File: src/svi_pkg.sv
// constants for the single-vector interrupt unit
// assumes one 10 MHz clock and a plain strobe register port
package svi_pkg;
  localparam logic [7:0] ADDR_IRQ_ENABLE_PRIMARY   = 8'h0b;
  localparam logic [7:0] ADDR_IRQ_FLAGS_PRIMARY    = 8'h0c;
  localparam logic [7:0] ADDR_IRQ_ENABLE_SECONDARY = 8'h0e;
  localparam logic [7:0] ADDR_IRQ_FLAGS_SECONDARY  = 8'h1a;
  localparam logic [7:0] ADDR_TOUCH_CTRL           = 8'h1b;
  localparam logic [7:0] RESET_BYTE                = 8'h00;
  // implemented bits of each register
  localparam logic [7:0] MASK_PRIMARY   = 8'hf8;
  localparam logic [7:0] MASK_SECONDARY = 8'h9b;
  // primary register bit positions
  localparam int BIT_CONV_DONE   = 7;
  localparam int BIT_LONG_TIMER  = 6;
  localparam int BIT_SECOND_TMR  = 5;
  localparam int BIT_FIRST_TMR   = 4;
  localparam int BIT_WAKE_TIMER  = 3;
  // secondary register bit positions
  localparam int BIT_LOW_SUPPLY  = 7;
  localparam int BIT_TOUCH_MOD   = 4;
  localparam int BIT_TOUCH       = 3;
  localparam int BIT_SERIAL_PORT = 1;
  localparam int BIT_PIN_CHANGE  = 0;
  // touch control register: start-conversion bit
  localparam int BIT_TOUCH_START = 0;
  localparam logic [11:0] SERVICE_VECTOR = 12'h004;
  typedef enum logic [1:0] {SVI_IDLE, SVI_BUSY, SVI_RET_PEND} svi_state_t;
endpackage : svi_pkg

File: src/svi_entry_ctrl.sv
// entry and return sequencing for the single service vector
// assumes core gives instruction-end and return strobes
module svi_entry_ctrl
  import svi_pkg::*;
(
  // clock and reset
  input  wire logic        mclk,
  input  wire logic        rst_b,
  // core
  input  wire logic        req,
  input  wire logic        instr_end,
  input  wire logic        ret_exec,
  output logic             call_inject,
  output logic      [11:0] call_addr,
  output logic             in_service
);
  svi_state_t state;
  svi_state_t next_state;

  always_comb begin
    next_state = state;
    case (state)
      SVI_IDLE:     if (req && instr_end) next_state = SVI_BUSY; // RULE_03
      SVI_BUSY:     if (ret_exec) next_state = SVI_RET_PEND;
      // one more instruction runs before entry can reopen
      SVI_RET_PEND: if (instr_end) next_state = SVI_IDLE; // RULE_05
      default:      next_state = SVI_IDLE;
    endcase
  end

  always_ff @(posedge mclk or negedge rst_b) begin
    if (!rst_b) begin
      state <= SVI_IDLE;
    end else begin
      state <= next_state;
    end
  end

  always_ff @(posedge mclk or negedge rst_b) begin
    if (!rst_b) begin
      call_inject <= 1'b0;
      call_addr   <= 12'h000;
    end else begin
      call_inject <= (state == SVI_IDLE) && req && instr_end; // RULE_04
      call_addr   <= SERVICE_VECTOR;
    end
  end

  assign in_service = (state != SVI_IDLE); // RULE_04

  a_entry_blocked: assert property (@(posedge mclk) disable iff (!rst_b) // RULE_04
    call_inject |-> ##1 !call_inject [*2])
    else $error("back to back vector calls");
  a_entry_at_end: assert property (@(posedge mclk) disable iff (!rst_b) // RULE_03
    call_inject |-> $past(instr_end) && $past(req))
    else $error("entry not at instruction end");
  a_return_gap: assert property (@(posedge mclk) disable iff (!rst_b) // RULE_05
    (state == SVI_BUSY && ret_exec) |=> in_service)
    else $error("in-service dropped at return");
endmodule : svi_entry_ctrl

File: src/svi_flag_bank.sv
// sticky flag byte: hardware set, software write-0 clear
// assumes set pulses and write strobes are synchronous to mclk
module svi_flag_bank
  import svi_pkg::*;
#(
  parameter logic [7:0] MASK = 8'hff
) (
  // clock and reset
  input  wire logic       mclk,
  input  wire logic       rst_b,
  // control
  input  wire logic [7:0] set_evt,
  input  wire logic [7:0] clr,
  // state
  output logic      [7:0] flags
);
  // set wins over clear in the same cycle
  always_ff @(posedge mclk or negedge rst_b) begin
    if (!rst_b) begin
      flags <= RESET_BYTE;
    end else begin
      flags <= ((flags & ~clr) | set_evt) & MASK;
    end
  end
endmodule : svi_flag_bank

File: src/svi_unit.sv
// single-level, single-vector interrupt unit
// assumes event inputs are one-cycle pulses on mclk, and a plain register port
// Summary of operation
// RULE_01: one level, one vector, nine sources, each with its own enable
// RULE_02: events set flags regardless of their enable bit
// RULE_03: interrupt taken only at end of current instruction
// RULE_04: acceptance injects call to 004 and sets in-service, blocking nesting
// RULE_05: in-service clears one instruction after return-from-irq
// RULE_06: firmware clears the flag itself; hardware never clears on entry
// RULE_07: primary enables bits 7..3: conv, long, second, first, wake timer
// RULE_08: wake timer enable also runs the wake timer
// RULE_09: primary flag bit 7 set on conversion done, cleared by writing 0
// RULE_10: primary flag bits 6,5,4 set on timer overflows, write 0 clears
// RULE_11: secondary enables: low supply 7, touch 3, serial 1, pin change 0; the code also keeps enable bit 4 (touch module) writable
// RULE_12: secondary flag bit 7 set on low supply, write 0 clears
// RULE_13: touch module flag cleared by own 0, touch flag 0, or start
// RULE_14: touch flag set on scan/module done; 0 or start clears both
// RULE_15: secondary flag bit 1 set on serial transfer done, write 0 clears
// RULE_16: secondary flag bit 0 set on pin change, write 0 clears
// RULE_17: primary flag bit 3 set on wake timer timeout, write 0 clears
// RULE_18: wake pin change sets flag and wakes even when not enabled
// RULE_19: request while any enabled flag set and not in service
// RULE_20: writing 1 to a flag leaves it unchanged
//
// Added by the designer: the address-and-strobe port.
module svi_unit
  import svi_pkg::*;
(
  // clock and reset
  input  wire logic        mclk,
  input  wire logic        rst_b,
  // register port
  input  wire logic [7:0]  reg_addr,
  input  wire logic [7:0]  reg_wdata,
  input  wire logic        reg_wr,
  input  wire logic        reg_rd,
  output logic      [7:0]  reg_rdata,
  // peripheral events
  input  wire logic        conv_done_evt,
  input  wire logic        long_timer_evt,
  input  wire logic        second_timer_evt,
  input  wire logic        first_timer_evt,
  input  wire logic        wake_timer_evt,
  input  wire logic        low_supply_evt,
  input  wire logic        touch_module_evt,
  input  wire logic        touch_auto_scan_evt,
  input  wire logic        serial_port_evt,
  input  wire logic        pin_change_evt,
  input  wire logic        pin_wake_armed,
  // core
  input  wire logic        instr_end,
  input  wire logic        ret_exec,
  output logic             call_inject,
  output logic      [11:0] call_addr,
  output logic             in_service,
  output logic             irq_req,
  // power and peripherals
  output logic             wake_timer_run,
  output logic             wake_up,
  output logic             touch_module_start
);
  logic [7:0] irq_enable_primary;
  logic [7:0] irq_enable_secondary;
  logic [7:0] irq_flags_primary;
  logic [7:0] irq_flags_secondary;
  logic [7:0] set_primary;
  logic [7:0] set_secondary;
  logic [7:0] clr_primary;
  logic [7:0] clr_secondary;
  logic       touch_start_wr;
  logic       touch_clr_all;
  logic       any_pending;

  // write hits one address; a 0 in a flag byte clears, a 1 keeps
  function automatic logic [7:0] zero_clear(input logic hit, input logic [7:0] d);
    zero_clear = hit ? ~d : 8'h00; // RULE_20
  endfunction : zero_clear

  always_ff @(posedge mclk or negedge rst_b) begin
    if (!rst_b) begin
      irq_enable_primary   <= RESET_BYTE;
      irq_enable_secondary <= RESET_BYTE;
    end else if (reg_wr) begin
      if (reg_addr == ADDR_IRQ_ENABLE_PRIMARY)
        irq_enable_primary <= reg_wdata & MASK_PRIMARY; // RULE_07
      if (reg_addr == ADDR_IRQ_ENABLE_SECONDARY)
        irq_enable_secondary <= reg_wdata & MASK_SECONDARY; // RULE_11
    end
  end

  // start bit is self-clearing: a one-cycle strobe to the touch module
  assign touch_start_wr = reg_wr && (reg_addr == ADDR_TOUCH_CTRL)
                          && reg_wdata[BIT_TOUCH_START];

  always_ff @(posedge mclk or negedge rst_b) begin
    if (!rst_b) begin
      touch_module_start <= 1'b0;
    end else begin
      touch_module_start <= touch_start_wr;
    end
  end

  // sets ignore the enables so disabled sources can be polled
  always_comb begin
    set_primary                  = 8'h00; // RULE_02
    set_primary[BIT_CONV_DONE]   = conv_done_evt; // RULE_09
    set_primary[BIT_LONG_TIMER]  = long_timer_evt; // RULE_10
    set_primary[BIT_SECOND_TMR]  = second_timer_evt;
    set_primary[BIT_FIRST_TMR]   = first_timer_evt;
    set_primary[BIT_WAKE_TIMER]  = wake_timer_evt; // RULE_17
    set_secondary                  = 8'h00;
    set_secondary[BIT_LOW_SUPPLY]  = low_supply_evt; // RULE_12
    set_secondary[BIT_TOUCH_MOD]   = touch_module_evt; // RULE_13
    set_secondary[BIT_TOUCH]       = touch_module_evt | touch_auto_scan_evt; // RULE_14
    set_secondary[BIT_SERIAL_PORT] = serial_port_evt; // RULE_15
    set_secondary[BIT_PIN_CHANGE]  = pin_change_evt; // RULE_16
  end

  assign touch_clr_all = (reg_wr && reg_addr == ADDR_IRQ_FLAGS_SECONDARY
                          && !reg_wdata[BIT_TOUCH]) || touch_start_wr;

  // no clear source from entry or return: only software writes clear
  always_comb begin
    clr_primary   = zero_clear(reg_wr && reg_addr == ADDR_IRQ_FLAGS_PRIMARY,
                               reg_wdata); // RULE_06
    clr_secondary = zero_clear(reg_wr && reg_addr == ADDR_IRQ_FLAGS_SECONDARY,
                               reg_wdata);
    if (touch_clr_all) begin
      clr_secondary[BIT_TOUCH_MOD] = 1'b1; // RULE_13
      clr_secondary[BIT_TOUCH]     = 1'b1; // RULE_14
    end
  end

  svi_flag_bank #(.MASK(MASK_PRIMARY)) u_flags_primary (
    .mclk    (mclk),
    .rst_b   (rst_b),
    .set_evt (set_primary),
    .clr     (clr_primary),
    .flags   (irq_flags_primary)
  );

  svi_flag_bank #(.MASK(MASK_SECONDARY)) u_flags_secondary (
    .mclk    (mclk),
    .rst_b   (rst_b),
    .set_evt (set_secondary),
    .clr     (clr_secondary),
    .flags   (irq_flags_secondary)
  );

  assign any_pending = |(irq_flags_primary & irq_enable_primary)
                     | |(irq_flags_secondary & irq_enable_secondary); // RULE_01
  assign irq_req = any_pending && !in_service; // RULE_19

  svi_entry_ctrl u_entry (
    .mclk        (mclk),
    .rst_b       (rst_b),
    .req         (irq_req),
    .instr_end   (instr_end),
    .ret_exec    (ret_exec),
    .call_inject (call_inject),
    .call_addr   (call_addr),
    .in_service  (in_service)
  );

  assign wake_timer_run = irq_enable_primary[BIT_WAKE_TIMER]; // RULE_08
  // armed pin change wakes the core even with its enable off
  always_ff @(posedge mclk or negedge rst_b) begin
    if (!rst_b) begin
      wake_up <= 1'b0;
    end else begin
      wake_up <= (pin_change_evt && pin_wake_armed) || any_pending; // RULE_18
    end
  end

  always_ff @(posedge mclk or negedge rst_b) begin
    if (!rst_b) begin
      reg_rdata <= RESET_BYTE;
    end else if (reg_rd) begin
      case (reg_addr)
        ADDR_IRQ_ENABLE_PRIMARY:   reg_rdata <= irq_enable_primary;
        ADDR_IRQ_FLAGS_PRIMARY:    reg_rdata <= irq_flags_primary;
        ADDR_IRQ_ENABLE_SECONDARY: reg_rdata <= irq_enable_secondary;
        ADDR_IRQ_FLAGS_SECONDARY:  reg_rdata <= irq_flags_secondary;
        default:                   reg_rdata <= RESET_BYTE;
      endcase
    end else begin
      reg_rdata <= RESET_BYTE;
    end
  end

  a_flag_set_event: assert property (@(posedge mclk) disable iff (!rst_b) // RULE_02
    conv_done_evt |=> irq_flags_primary[BIT_CONV_DONE])
    else $error("conversion flag not set");
  a_write_one_keeps: assert property (@(posedge mclk) disable iff (!rst_b) // RULE_20
    (reg_wr && reg_addr == ADDR_IRQ_FLAGS_PRIMARY && reg_wdata[BIT_FIRST_TMR]
     && irq_flags_primary[BIT_FIRST_TMR]) |=> irq_flags_primary[BIT_FIRST_TMR])
    else $error("write one cleared flag");
  a_zero_clears: assert property (@(posedge mclk) disable iff (!rst_b) // RULE_15
    (reg_wr && reg_addr == ADDR_IRQ_FLAGS_SECONDARY && !reg_wdata[BIT_SERIAL_PORT]
     && !serial_port_evt) |=> !irq_flags_secondary[BIT_SERIAL_PORT])
    else $error("serial flag not cleared");
  a_touch_start_clr: assert property (@(posedge mclk) disable iff (!rst_b) // RULE_14
    (touch_start_wr && !touch_module_evt && !touch_auto_scan_evt)
      |=> !irq_flags_secondary[BIT_TOUCH] && !irq_flags_secondary[BIT_TOUCH_MOD])
    else $error("touch flags survive start");
  a_req_gated: assert property (@(posedge mclk) disable iff (!rst_b) // RULE_19
    irq_req |-> !in_service)
    else $error("request during service");
  // a write seen on the previous edge is what changed the flags at this one
  a_no_hw_clear: assert property (@(posedge mclk) disable iff (!rst_b) // RULE_06
    (call_inject && !$past(reg_wr)) |-> $stable(irq_flags_primary)
      || ($past(irq_flags_primary) & ~irq_flags_primary) == 8'h00)
    else $error("flag cleared by entry");

  // each event sets its own flag whatever the enables hold
  a_long_timer_set: assert property (@(posedge mclk) disable iff (!rst_b) // RULE_10
    long_timer_evt |=> irq_flags_primary[BIT_LONG_TIMER])
    else $error("long timer flag not set");
  a_second_tmr_set: assert property (@(posedge mclk) disable iff (!rst_b) // RULE_10
    second_timer_evt |=> irq_flags_primary[BIT_SECOND_TMR])
    else $error("second timer flag not set");
  a_first_tmr_set: assert property (@(posedge mclk) disable iff (!rst_b) // RULE_10
    first_timer_evt |=> irq_flags_primary[BIT_FIRST_TMR])
    else $error("first timer flag not set");
  a_wake_flag_set: assert property (@(posedge mclk) disable iff (!rst_b) // RULE_17
    wake_timer_evt |=> irq_flags_primary[BIT_WAKE_TIMER])
    else $error("wake timer flag not set");
  a_low_supply_set: assert property (@(posedge mclk) disable iff (!rst_b) // RULE_12
    low_supply_evt |=> irq_flags_secondary[BIT_LOW_SUPPLY])
    else $error("low supply flag not set");
  a_touch_mod_set: assert property (@(posedge mclk) disable iff (!rst_b) // RULE_13
    touch_module_evt |=> irq_flags_secondary[BIT_TOUCH_MOD] && irq_flags_secondary[BIT_TOUCH])
    else $error("touch module flags not set");
  a_scan_sets_touch: assert property (@(posedge mclk) disable iff (!rst_b) // RULE_14
    touch_auto_scan_evt |=> irq_flags_secondary[BIT_TOUCH])
    else $error("scan did not set touch flag");
  a_serial_flag_set: assert property (@(posedge mclk) disable iff (!rst_b) // RULE_15
    serial_port_evt |=> irq_flags_secondary[BIT_SERIAL_PORT])
    else $error("serial flag not set");
  a_pin_flag_set: assert property (@(posedge mclk) disable iff (!rst_b) // RULE_16
    pin_change_evt |=> irq_flags_secondary[BIT_PIN_CHANGE])
    else $error("pin change flag not set");

  // a 0 clears its flag unless the event lands in the same cycle
  a_conv_zero_clr: assert property (@(posedge mclk) disable iff (!rst_b) // RULE_09
    (reg_wr && reg_addr == ADDR_IRQ_FLAGS_PRIMARY && !reg_wdata[BIT_CONV_DONE]
     && !conv_done_evt) |=> !irq_flags_primary[BIT_CONV_DONE])
    else $error("conversion flag not cleared");
  a_long_zero_clr: assert property (@(posedge mclk) disable iff (!rst_b) // RULE_10
    (reg_wr && reg_addr == ADDR_IRQ_FLAGS_PRIMARY && !reg_wdata[BIT_LONG_TIMER]
     && !long_timer_evt) |=> !irq_flags_primary[BIT_LONG_TIMER])
    else $error("long timer flag not cleared");
  a_pin_zero_clr: assert property (@(posedge mclk) disable iff (!rst_b) // RULE_16
    (reg_wr && reg_addr == ADDR_IRQ_FLAGS_SECONDARY && !reg_wdata[BIT_PIN_CHANGE]
     && !pin_change_evt) |=> !irq_flags_secondary[BIT_PIN_CHANGE])
    else $error("pin change flag not cleared");
  a_touch_zero_clr: assert property (@(posedge mclk) disable iff (!rst_b) // RULE_13
    (reg_wr && reg_addr == ADDR_IRQ_FLAGS_SECONDARY && !reg_wdata[BIT_TOUCH]
     && !touch_module_evt) |=> !irq_flags_secondary[BIT_TOUCH_MOD])
    else $error("touch module flag survives");

  // no entry, return or enable write may drop a flag
  a_sticky_primary: assert property (@(posedge mclk) disable iff (!rst_b) // RULE_06
    !(reg_wr && reg_addr == ADDR_IRQ_FLAGS_PRIMARY)
      |=> ($past(irq_flags_primary) & ~irq_flags_primary) == 8'h00)
    else $error("primary flag fell without a write");
  a_sticky_secondary: assert property (@(posedge mclk) disable iff (!rst_b) // RULE_06
    !(reg_wr && (reg_addr == ADDR_IRQ_FLAGS_SECONDARY || reg_addr == ADDR_TOUCH_CTRL))
      |=> ($past(irq_flags_secondary) & ~irq_flags_secondary) == 8'h00)
    else $error("secondary flag fell without a write");

  // enable bytes follow writes, unimplemented bits stay 0
  a_enable_pri_wr: assert property (@(posedge mclk) disable iff (!rst_b) // RULE_07
    (reg_wr && reg_addr == ADDR_IRQ_ENABLE_PRIMARY)
      |=> irq_enable_primary == ($past(reg_wdata) & MASK_PRIMARY))
    else $error("primary enable write lost");
  a_enable_sec_wr: assert property (@(posedge mclk) disable iff (!rst_b) // RULE_11
    (reg_wr && reg_addr == ADDR_IRQ_ENABLE_SECONDARY)
      |=> irq_enable_secondary == ($past(reg_wdata) & MASK_SECONDARY))
    else $error("secondary enable write lost");
  a_wake_run_wr: assert property (@(posedge mclk) disable iff (!rst_b) // RULE_08
    (reg_wr && reg_addr == ADDR_IRQ_ENABLE_PRIMARY)
      |=> wake_timer_run == $past(reg_wdata[BIT_WAKE_TIMER]))
    else $error("wake timer run not following enable");
  a_read_flags_pri: assert property (@(posedge mclk) disable iff (!rst_b) // RULE_09
    (reg_rd && reg_addr == ADDR_IRQ_FLAGS_PRIMARY)
      |=> reg_rdata == $past(irq_flags_primary))
    else $error("primary flags misread");
  a_read_flags_sec: assert property (@(posedge mclk) disable iff (!rst_b) // RULE_12
    (reg_rd && reg_addr == ADDR_IRQ_FLAGS_SECONDARY)
      |=> reg_rdata == $past(irq_flags_secondary))
    else $error("secondary flags misread");

  // request and entry against flags, enables and vector
  a_disabled_quiet: assert property (@(posedge mclk) disable iff (!rst_b) // RULE_19
    (irq_enable_primary == RESET_BYTE && irq_enable_secondary == RESET_BYTE)
      |-> !irq_req)
    else $error("request with all sources disabled");
  a_enabled_request: assert property (@(posedge mclk) disable iff (!rst_b) // RULE_19
    (!in_service && irq_flags_primary[BIT_FIRST_TMR] && irq_enable_primary[BIT_FIRST_TMR])
      |-> irq_req)
    else $error("enabled flag gave no request");
  a_call_vector: assert property (@(posedge mclk) disable iff (!rst_b) // RULE_04
    call_inject |-> call_addr == SERVICE_VECTOR && in_service)
    else $error("call without vector or service");
  a_pin_wake: assert property (@(posedge mclk) disable iff (!rst_b) // RULE_18
    (pin_change_evt && pin_wake_armed) |=> wake_up && irq_flags_secondary[BIT_PIN_CHANGE])
    else $error("armed pin change did not wake");
  a_pin_no_service: assert property (@(posedge mclk) disable iff (!rst_b) // RULE_18
    (irq_enable_secondary == RESET_BYTE && irq_flags_primary == RESET_BYTE
     && irq_flags_secondary[BIT_PIN_CHANGE]) |-> !irq_req)
    else $error("disabled pin change requested service");
  a_start_strobe: assert property (@(posedge mclk) disable iff (!rst_b) // RULE_13
    touch_start_wr |=> touch_module_start)
    else $error("start strobe missing");
endmodule : svi_unit
File: config.mk
export PLATFORM = sky130hd
export DESIGN_NAME = svi_unit
export DESIGN_NICKNAME = d
export VERILOG_FILES = /design/src/svi_pkg.sv /design/src/svi_entry_ctrl.sv /design/src/svi_flag_bank.sv /design/src/svi_unit.sv
export SDC_FILE = /design/constraint.sdc
export NUM_CORES = 1
export LEC_CHECK = 0
export ABC_AREA = 1
export BUFFER_PORTS_ARGS = -buffer_cell sky130_fd_sc_hd__buf_2
export CELL_PAD_IN_SITES_DETAIL_PLACEMENT = 1
export CELL_PAD_IN_SITES_GLOBAL_PLACEMENT = 1
export CORE_MARGIN = 5
export CORE_UTILIZATION = 38
export CTS_CLUSTER_DIAMETER = 80
export DETAILED_ROUTE_END_ITERATION = 8
export PLACE_DENSITY_LB_ADDON = 0.1
export SKIP_CTS_REPAIR_TIMING = 1
export SYNTH_ARGS = -nofsm -noshare
export SYNTH_HDL_FRONTEND = slang
export SYNTH_SLANG_ARGS = --single-unit
File: constraint.sdc
create_clock -name mclk -period 2.9 [get_ports mclk]
set_clock_uncertainty 0.15 [all_clocks]
set_input_delay 0.58 -clock mclk [delete_from_list [all_inputs] [get_ports mclk]]
set_output_delay 0.58 -clock mclk [all_outputs]
set_load 0.01 [all_outputs]
==> results.cfg, run 1 <==
[cts]
clkTransAtPathRegs_ps = 70
cts_sinks = 33
cts-root-buf = clkbuf_8
cts-buffers-inserted = 5
ctsHtreeMaxLevel = 2
clk_latency_ps = 290
tritoncts = done
clk_path_buf_depth = 2

[global_route]
grt_use_total_pct = 15.2
grt_use_met2_pct = 23.5
grt_antenna_before_repair = 0
grt_first_pass_wirelength_um = 7200
top_usage_layer = met2
grt-ovfl-total = 0
use_met1_pct = 19.7
grt_max_degree = 34
grt_pass1_vias = 1542
grt_use_met3_pct = 5.04

[placed_design]
dp_cells = 316
gp_congestion = 0.754
port_buffers = 45
hpwl_um = 3300
pre_cts_ws_ps = 1040

[yosys]
synthMuxAreaShare_pct = 0
ys_warn_count = 0
synth-simple-area-share_pct = 30.4
syn-cell-area_sq_mm = 0.00171
yosys.cell_types.count = 24
synth_top_family_by_area = simple AND/OR/NAND/NOR gates
ys_seq_area_share_pct = 48.3
synthAdderAreaFrac_pct = 0
synthXorXnorAreaFrac_pct = 0
synthCells = 221
synth_compound_area_share_pct = 8.12
synth-seq-cells = 33
synth_area_per_cell_sq_um = 7.74

[routing]
route.detailed.drc = 0
drt_iter0_drc = 50
avgRoutedWirePerCell_um = 13.1
drt-total-wl_um = 4250
routed-via-count = 1449
drt-vias-per-instance = 4.47
ant_nets = 0
dr.pass1.iters = 3

[pwr]
ir_drop_v = 0.000306
p_total_uw = 1120
power_per_cell_area_mw_per_mm2 = 545
p_leak_uw = 0.00112

[timing]
post-route-min-period_ps = 2110
timing.hold.ws_ps = 204
fin_setup_tns_ps = 0
setup_slack_ps = 786
max_freq_ghz = 0.473
finalHoldViolCount = 0
setup_viol = 0
worstMarginPinSlew_ps = 746
finalMaxSlewViolations = 0
slew_headroom_pct = 50.3
period_share_pct = 72.9
rsz0062_at_grt = no

[critical_path]
endpoint = irq_req
required_ps = 2170
reg2reg_to = u_entry.state[0]
ff2ff_setup_slack_ps = 1600
r2r_start = irq_enable_primary[6]
cp_common_cell = nand2_1
cp_max_fo = 3
cp_slowest_cell = dfrtp_1
crit_path_start = irq_enable_primary[6]
cp_cell_sequence = nand2_1 > nand2_1 > nor2_1 > nand3b_1 > nand2_1 > inv_1 > buf_2
setup.worst_path.start_class = flip-flop
worst_ep_arrival_time_ps = 1380
crit_type = flip-flop to output pin
cp-end-kind = output pin
max_stage_delay_ps = 410
reg2reg_depth = 6

[floorplan]
fp.dieArea_sq_mm = 0.00594
die_h_um = 77.1
design.core.area_sq_mm = 0.00435
ios = 59
start_util_pct = 39.3
rows = 24
die_w_um = 77.1

[outcome]
status = complete, no violations

[cells_and_area]
area_growth_pct = 20.4
final_common_cell = nand2_1
drive_gt1_share_pct = 24.6
layout.cells.non_filler = 324
final_cell_mix = nand2_1, buf_2, dfrtp_1
nFillCells = 561
diodes = 0
nets = 304

[run]
cap_violations = 0

[min_path]
hp-class = primary input to async pin
[per-stage QoR]
step                      util, %  cell area [sq um]
after floorplan                 -               1750
after global placement       44.6               1940
after detailed placement     44.6               1940
after CTS                    47.3               2060
after global routing         47.3               2060
final                        47.3               2060
[cells in the mapped netlist, drive strengths merged]
cell | number | area [sq um]
nand2 | 70 | 270
conb | 2 | 7.51
nand3 | 13 | 75.1
nand3b | 2 | 15.0
inv | 30 | 113
o21bai | 2 | 15.0
nor3 | 1 | 5.00
nand4 | 2 | 12.5
nor2 | 29 | 141
a21oi | 3 | 15.0
dfrtp | 33 | 826
a21o | 1 | 7.51
buf | 14 | 106
o21ai | 18 | 93.8
o31ai | 1 | 7.51
[power breakdown]
group,internal [uW],switching (uW)
combinational,59.0,101
sequential,487,17.2
clock,280,178
total,826,296
[per-layer routing]
layer  wire length [um]  part of all wire (%)  vias up
li1                   -                     -      757
met1               1980                    47      646
met2               1920                    45       38
met3                281                   6.6        8
met4                 68                   1.6        0
met5                  0                     0        -
[critical path, delay by kind of cell (launching register included)]
kind,cells,cell delay (ps)
simple gates,5,520
flops,1,410
buf+inv,2,170
[worst min-delay path by stage]
stage,to,slack (ps)
final,reg_rdata[7],200
after global routing,irq_enable_secondary[7],270
after CTS,irq_enable_secondary[7],230
after detailed placement,irq_enable_primary[7],340
after global placement,u_flags_secondary.flags[3],310
after floorplan,irq_enable_primary[3],130
[registers in the layout, summed over array words and instances (netlist names)]
signal,count
reg_rdata,7
u_flags_primary.flags,5
u_entry.call_addr,1
irq_enable_secondary,5
touch_module_start,1
u_flags_secondary.flags,5
u_entry.call_inject,1
wake_up,1
irq_enable_primary,5
u_entry.state,2
[cells by family (layout without fill, tap and decap cells)]
kind of cell | Yosys count | count (layout)
and+or+nand+nor | 117 | 117
buffers and inverters | 44 | 84
DFF | 33 | 33
AOI/OAI and AO/OA | 25 | 25
other | 2 | 13
[area by class of cell]
class                           instances  area, sq um  share of cell area [%]
Multi-Input combinational cell        155          707                    34.3
Clock buffer                            7         86.3                    4.19
Tap cell                               52         65.1                    3.16
Timing Repair Buffer                   46          233                    11.3
Sequential cell                        33          826                    40.1
Clock inverter                          1         30.0                    1.46
Inverter                               30          113                    5.47
Note: power is estimated with default switching activity, not from simulation.
==> run 2: changes to the inputs <==
Settings changed: CORE_UTILIZATION 38 to 35.
Clock period 2.9 ns to 2.1 ns, I/O delays scaled along.
==> run 2 against run 1 <==
Against the previous run:
- clock power is 34% higher
- setup slack got worse by 610 ps
- die area grew 7.4%
- sequential power increased by 38%
- critical path depth unchanged
- routed wire length is 2.6% lower
- sequential share of layout area down 0.65 points
==> results.cfg, run 2 (same netlist as run 1, synthesis figures left out) <==
[outcome]
status = complete, no violations

[cells_and_area]
final_common_cell = nand2_1
area_growth_pct = 22.4
drive_gt1_share_pct = 25.5
fin_area_sq_mm = 0.00209
regMostFlops = reg_rdata
layout.cells.non_filler = 341
final_cell_mix = nand2_1, buf_2, dfrtp_1
diodes = 0
nets = 306
largest_reg_flops = 7
nFillCells = 602

[timing]
setup_viol = 0
worstMarginPinSlew_ps = 729
period_share_pct = 91.8
slew_headroom_pct = 51.4
post-route-min-period_ps = 1930
finalMaxSlewViolations = 0
finalHoldViolCount = 0
fin_setup_tns_ps = 0
max_freq_ghz = 0.519

[placed_design]
port_buffers = 45
postPlaceCellArea_sq_mm = 0.00196
dp_cells = 331
gp_congestion = 0.748
hpwl_um = 3280

[global_route]
grt_antenna_before_repair = 0
grt_pass1_vias = 1591
grt-ovfl-total = 0
grt_max_degree = 34
grt_first_pass_wirelength_um = 7150
grt_use_total_pct = 14.5

[cts]
cts-root-buf = clkbuf_8
cts_sinks = 33
tritoncts = done
cts-buffers-inserted = 5
ctsHtreeMaxLevel = 2
clkTransAtPathRegs_ps = 70
clk_path_buf_depth = 2
clk_latency_ps = 290

[floorplan]
rows = 25
die_w_um = 79.9
fp.dieArea_sq_mm = 0.00638
die_h_um = 79.9
start_util_pct = 36.2
ios = 59
design.core.area_sq_mm = 0.00472

[routing]
drt_iter0_drc = 26
drt-vias-per-instance = 4.44
avgRoutedWirePerCell_um = 12.1
ant_nets = 0
routed-via-count = 1513
dr.pass1.iters = 4
drt-total-wl_um = 4140
route.detailed.drc = 0

[critical_path]
reg2reg_depth = 7
cp_cell_sequence = nand2_1 > o21ai_0 > nor2_1 > nand3b_1 > nand2_1 > inv_1 > buf_2
max_stage_delay_ps = 400
cp-end-kind = output pin
crit_type = flip-flop to output pin
worst_ep_arrival_time_ps = 1360
cp_common_cell = nand2_1
cp_slowest_cell = dfrtp_1
required_ps = 1530
cp_max_fo = 3
setup.worst_path.start_class = flip-flop

[pwr]
ir_drop_v = 0.000471
p_leak_uw = 0.00113
power_per_cell_area_mw_per_mm2 = 731

[min_path]
hp-class = primary input to async pin

[run]
cap_violations = 0
## run 2: final timing paths
path | from | endpoint | slack, ps
setup / recovery | u_flags_primary.flags[7] | irq_req | 170
hold / removal | rst_b | wake_up | 40
setup reg to reg | u_flags_primary.flags[7] | u_entry.state[0] | 720
hold reg to reg | u_flags_secondary.flags[3] | u_flags_secondary.flags[3] | 350
max in group asynchronous | rst_b | reg_rdata[6] | 1290
min in group mclk | wake_timer_evt | u_flags_primary.flags[3] | 160
## run 2: report_power, final
part           switching (uW)  internal, uW
clock network             229           387
registers                23.5           672
logic                     138          81.6
total                     390          1140
## run 2: stage by stage
stage | util (%) | setup WS (ps) | total power, uW | hold slack, ps
CTS | 44.0 | 72.8 | 1560 | 71.3
finish | 44.3 | 172 | 1530 | 41.9
detailed placement | 41.5 | 370 | 933 | 339
global placement | 41.5 | 369 | 929 | 309
floorplan | - | 681 | 842 | -25.6
global route | 44.3 | -8.12 | 1630 | 108
## run 2: critical path, delay by kind of cell (launching register included)
kind | cells | cell delay [ps]
DFF | 1 | 400
AOI/OAI and AO/OA | 1 | 90
and+or+nand+nor | 4 | 420
buffers and inverters | 2 | 170
## run 2: layout make-up
type | count | area, sq um | share of cell area [%]
Multi-Input combinational cell | 155 | 707 | 33.8
Timing Repair Buffer | 48 | 248 | 11.8
Sequential cell | 33 | 826 | 39.5
Clock inverter | 1 | 30.0 | 1.43
Tap cell | 67 | 83.8 | 4.00
Clock buffer | 7 | 86.3 | 4.12
Inverter | 30 | 113 | 5.38
## run 2: per-layer routing
| layer | part of all wire [%] | wire length (um) | vias up | track usage, % |
|---|---|---|---|---|
| met5 | 0 | 0 | - | 0 |
| met4 | 1.9 | 80 | 0 | 6.08 |
| met3 | 5.8 | 239 | 7 | 4.06 |
| met2 | 49 | 2040 | 40 | 23.7 |
| met1 | 43 | 1780 | 709 | 17.9 |
| li1 | - | - | 757 | - |
==> run 3: changes to the inputs <==
Settings changed: CORE_ASPECT_RATIO from default to 1.4, SETUP_SLACK_MARGIN from default to 0.4.
==> run 3 against run 2 <==
Against the previous run:
- total power rose by 0.83%
- sequential power about the same
- clock-buffer cell count unchanged
- register-to-register slack improved by 20 ps
- global-route usage fell by 0.061 points
- via count decreased by 1.9%
- sequential share of layout area shrank 0.40 points
- clock power is essentially flat
- first-iteration DRC count decreased by 27%
- largest cell class unchanged
==> results.cfg, run 3 (same netlist as run 1, synthesis figures left out) <==
[outcome]
status = complete, no violations

[floorplan]
start_util_pct = 35.6
design.core.area_sq_mm = 0.00480
rows = 30
die_w_um = 69.1
fp.dieArea_sq_mm = 0.00640
die_h_um = 92.7
ios = 59

[global_route]
grt_use_total_pct = 14.5
grt-ovfl-total = 0
grt_antenna_before_repair = 0
grt_pass1_vias = 1606
grt_first_pass_wirelength_um = 7300
grt_max_degree = 34

[timing]
post-route-min-period_ps = 1910
timing.hold.ws_ps = 8.93
finalMaxSlewViolations = 0
finalHoldViolCount = 0
setup_viol = 0
max_freq_ghz = 0.523
fin_setup_tns_ps = 0
period_share_pct = 91.0
rsz0062_at_grt = yes

[critical_path]
reg2reg_depth = 6
setup.worst_path.start_class = flip-flop
r2r_start = u_flags_primary.flags[4]
cp_max_fo = 3
worst_ep_arrival_time_ps = 1340
reg2reg_to = wake_up
ff2ff_setup_slack_ps = 740
crit_type = flip-flop to output pin
cp-end-kind = output pin
required_ps = 1530

[cells_and_area]
nFillCells = 660
nets = 309
drive_gt1_share_pct = 27.1
register_area_sq_um = 826
largest_reg_flops = 7
multi_input_area_sq_um = 709
final_cell_mix = nand2_1, buf_2, dfrtp_1
regMostFlops = reg_rdata
final_common_cell = nand2_1
diodes = 0
area_growth_pct = 23.6

[cts]
ctsHtreeMaxLevel = 2
clk_latency_ps = 280
cts_sinks = 33
tritoncts = done
clk_path_buf_depth = 2
clkTransAtPathRegs_ps = 70
cts-root-buf = clkbuf_8
cts-buffers-inserted = 5

[placed_design]
hpwl_um = 3460
gp_congestion = 0.790
port_buffers = 45

[routing]
route.detailed.drc = 0
drt-total-wl_um = 4300
drt_iter0_drc = 19
ant_nets = 0
dr.pass1.iters = 3
drt-vias-per-instance = 4.35
avgRoutedWirePerCell_um = 12.6
routed-via-count = 1485

[min_path]
hp-class = primary input to async pin

[pwr]
ir_drop_v = 0.000347
power_per_cell_area_mw_per_mm2 = 730
p_leak_uw = 0.00114

[run]
cap_violations = 0
[run 3: cell types whose count changed in the layout (fill, tap and decap cells not counted), sizes merged]
cell	before	now
buf	48	51
[run 3: cell type report]
cell class              instances  share of cell area (%)
repair buffers                 51                    12.8
inverters                      30                    5.33
flip-flops and latches         33                    39.1
clock inverters                 1                    1.42
clock buffers                   7                    4.08
multi-input cells             155                    33.6
well taps                      64                    3.79
[run 3: worst max-delay path by stage]
stage | startpoint | cells past startpoint | endpoint
after floorplan | irq_enable_primary[3] | 6 | irq_req
after global placement | reg_addr[7] | 7 | irq_enable_primary[3]
after detailed placement | reg_addr[7] | 9 | reg_rdata[6]
after CTS | irq_enable_primary[3] | 7 | irq_req
after global routing | u_flags_primary.flags[4] | 7 | irq_req
final | u_flags_primary.flags[4] | 7 | irq_req
[run 3: power breakdown]
group / internal (uW) / switching [uW]
combinational: 86.8 / 139
clock: 387 / 233
sequential: 672 / 26.0
total: 1150 / 398
[run 3: critical path, stage by stage, from the launching register on]
cell and delay (ps):
dfrtp_1 410, nand2_1 80, o21ai_1 60, nor2_1 110, nand3b_1 150, nand2_1 100, inv_1 30, buf_2 130
[run 3: metal layers]
layer | up-vias | track usage, % | share of wire [%]
met5 | - | 0 | 0
met2 | 41 | 26.5 | 52
li1 | 765 | - | -
met3 | 5 | 4.13 | 5.0
met1 | 674 | 15.6 | 42
met4 | 0 | 5.37 | 1.3
[run 3: through the flow]
step	power [uW]	area [sq um]	std cells	worst slack (ps)	util, %
3_3_place_gp	931	1970	330	373	41.1
5_1_grt	1630	2110	341	99.3	44.0
2_1_floorplan	842	1750	232	681	-
6_report	1540	2110	341	189	44.0
4_1_cts	1560	2090	338	156	43.5
3_5_place_dp	934	1970	330	378	41.1
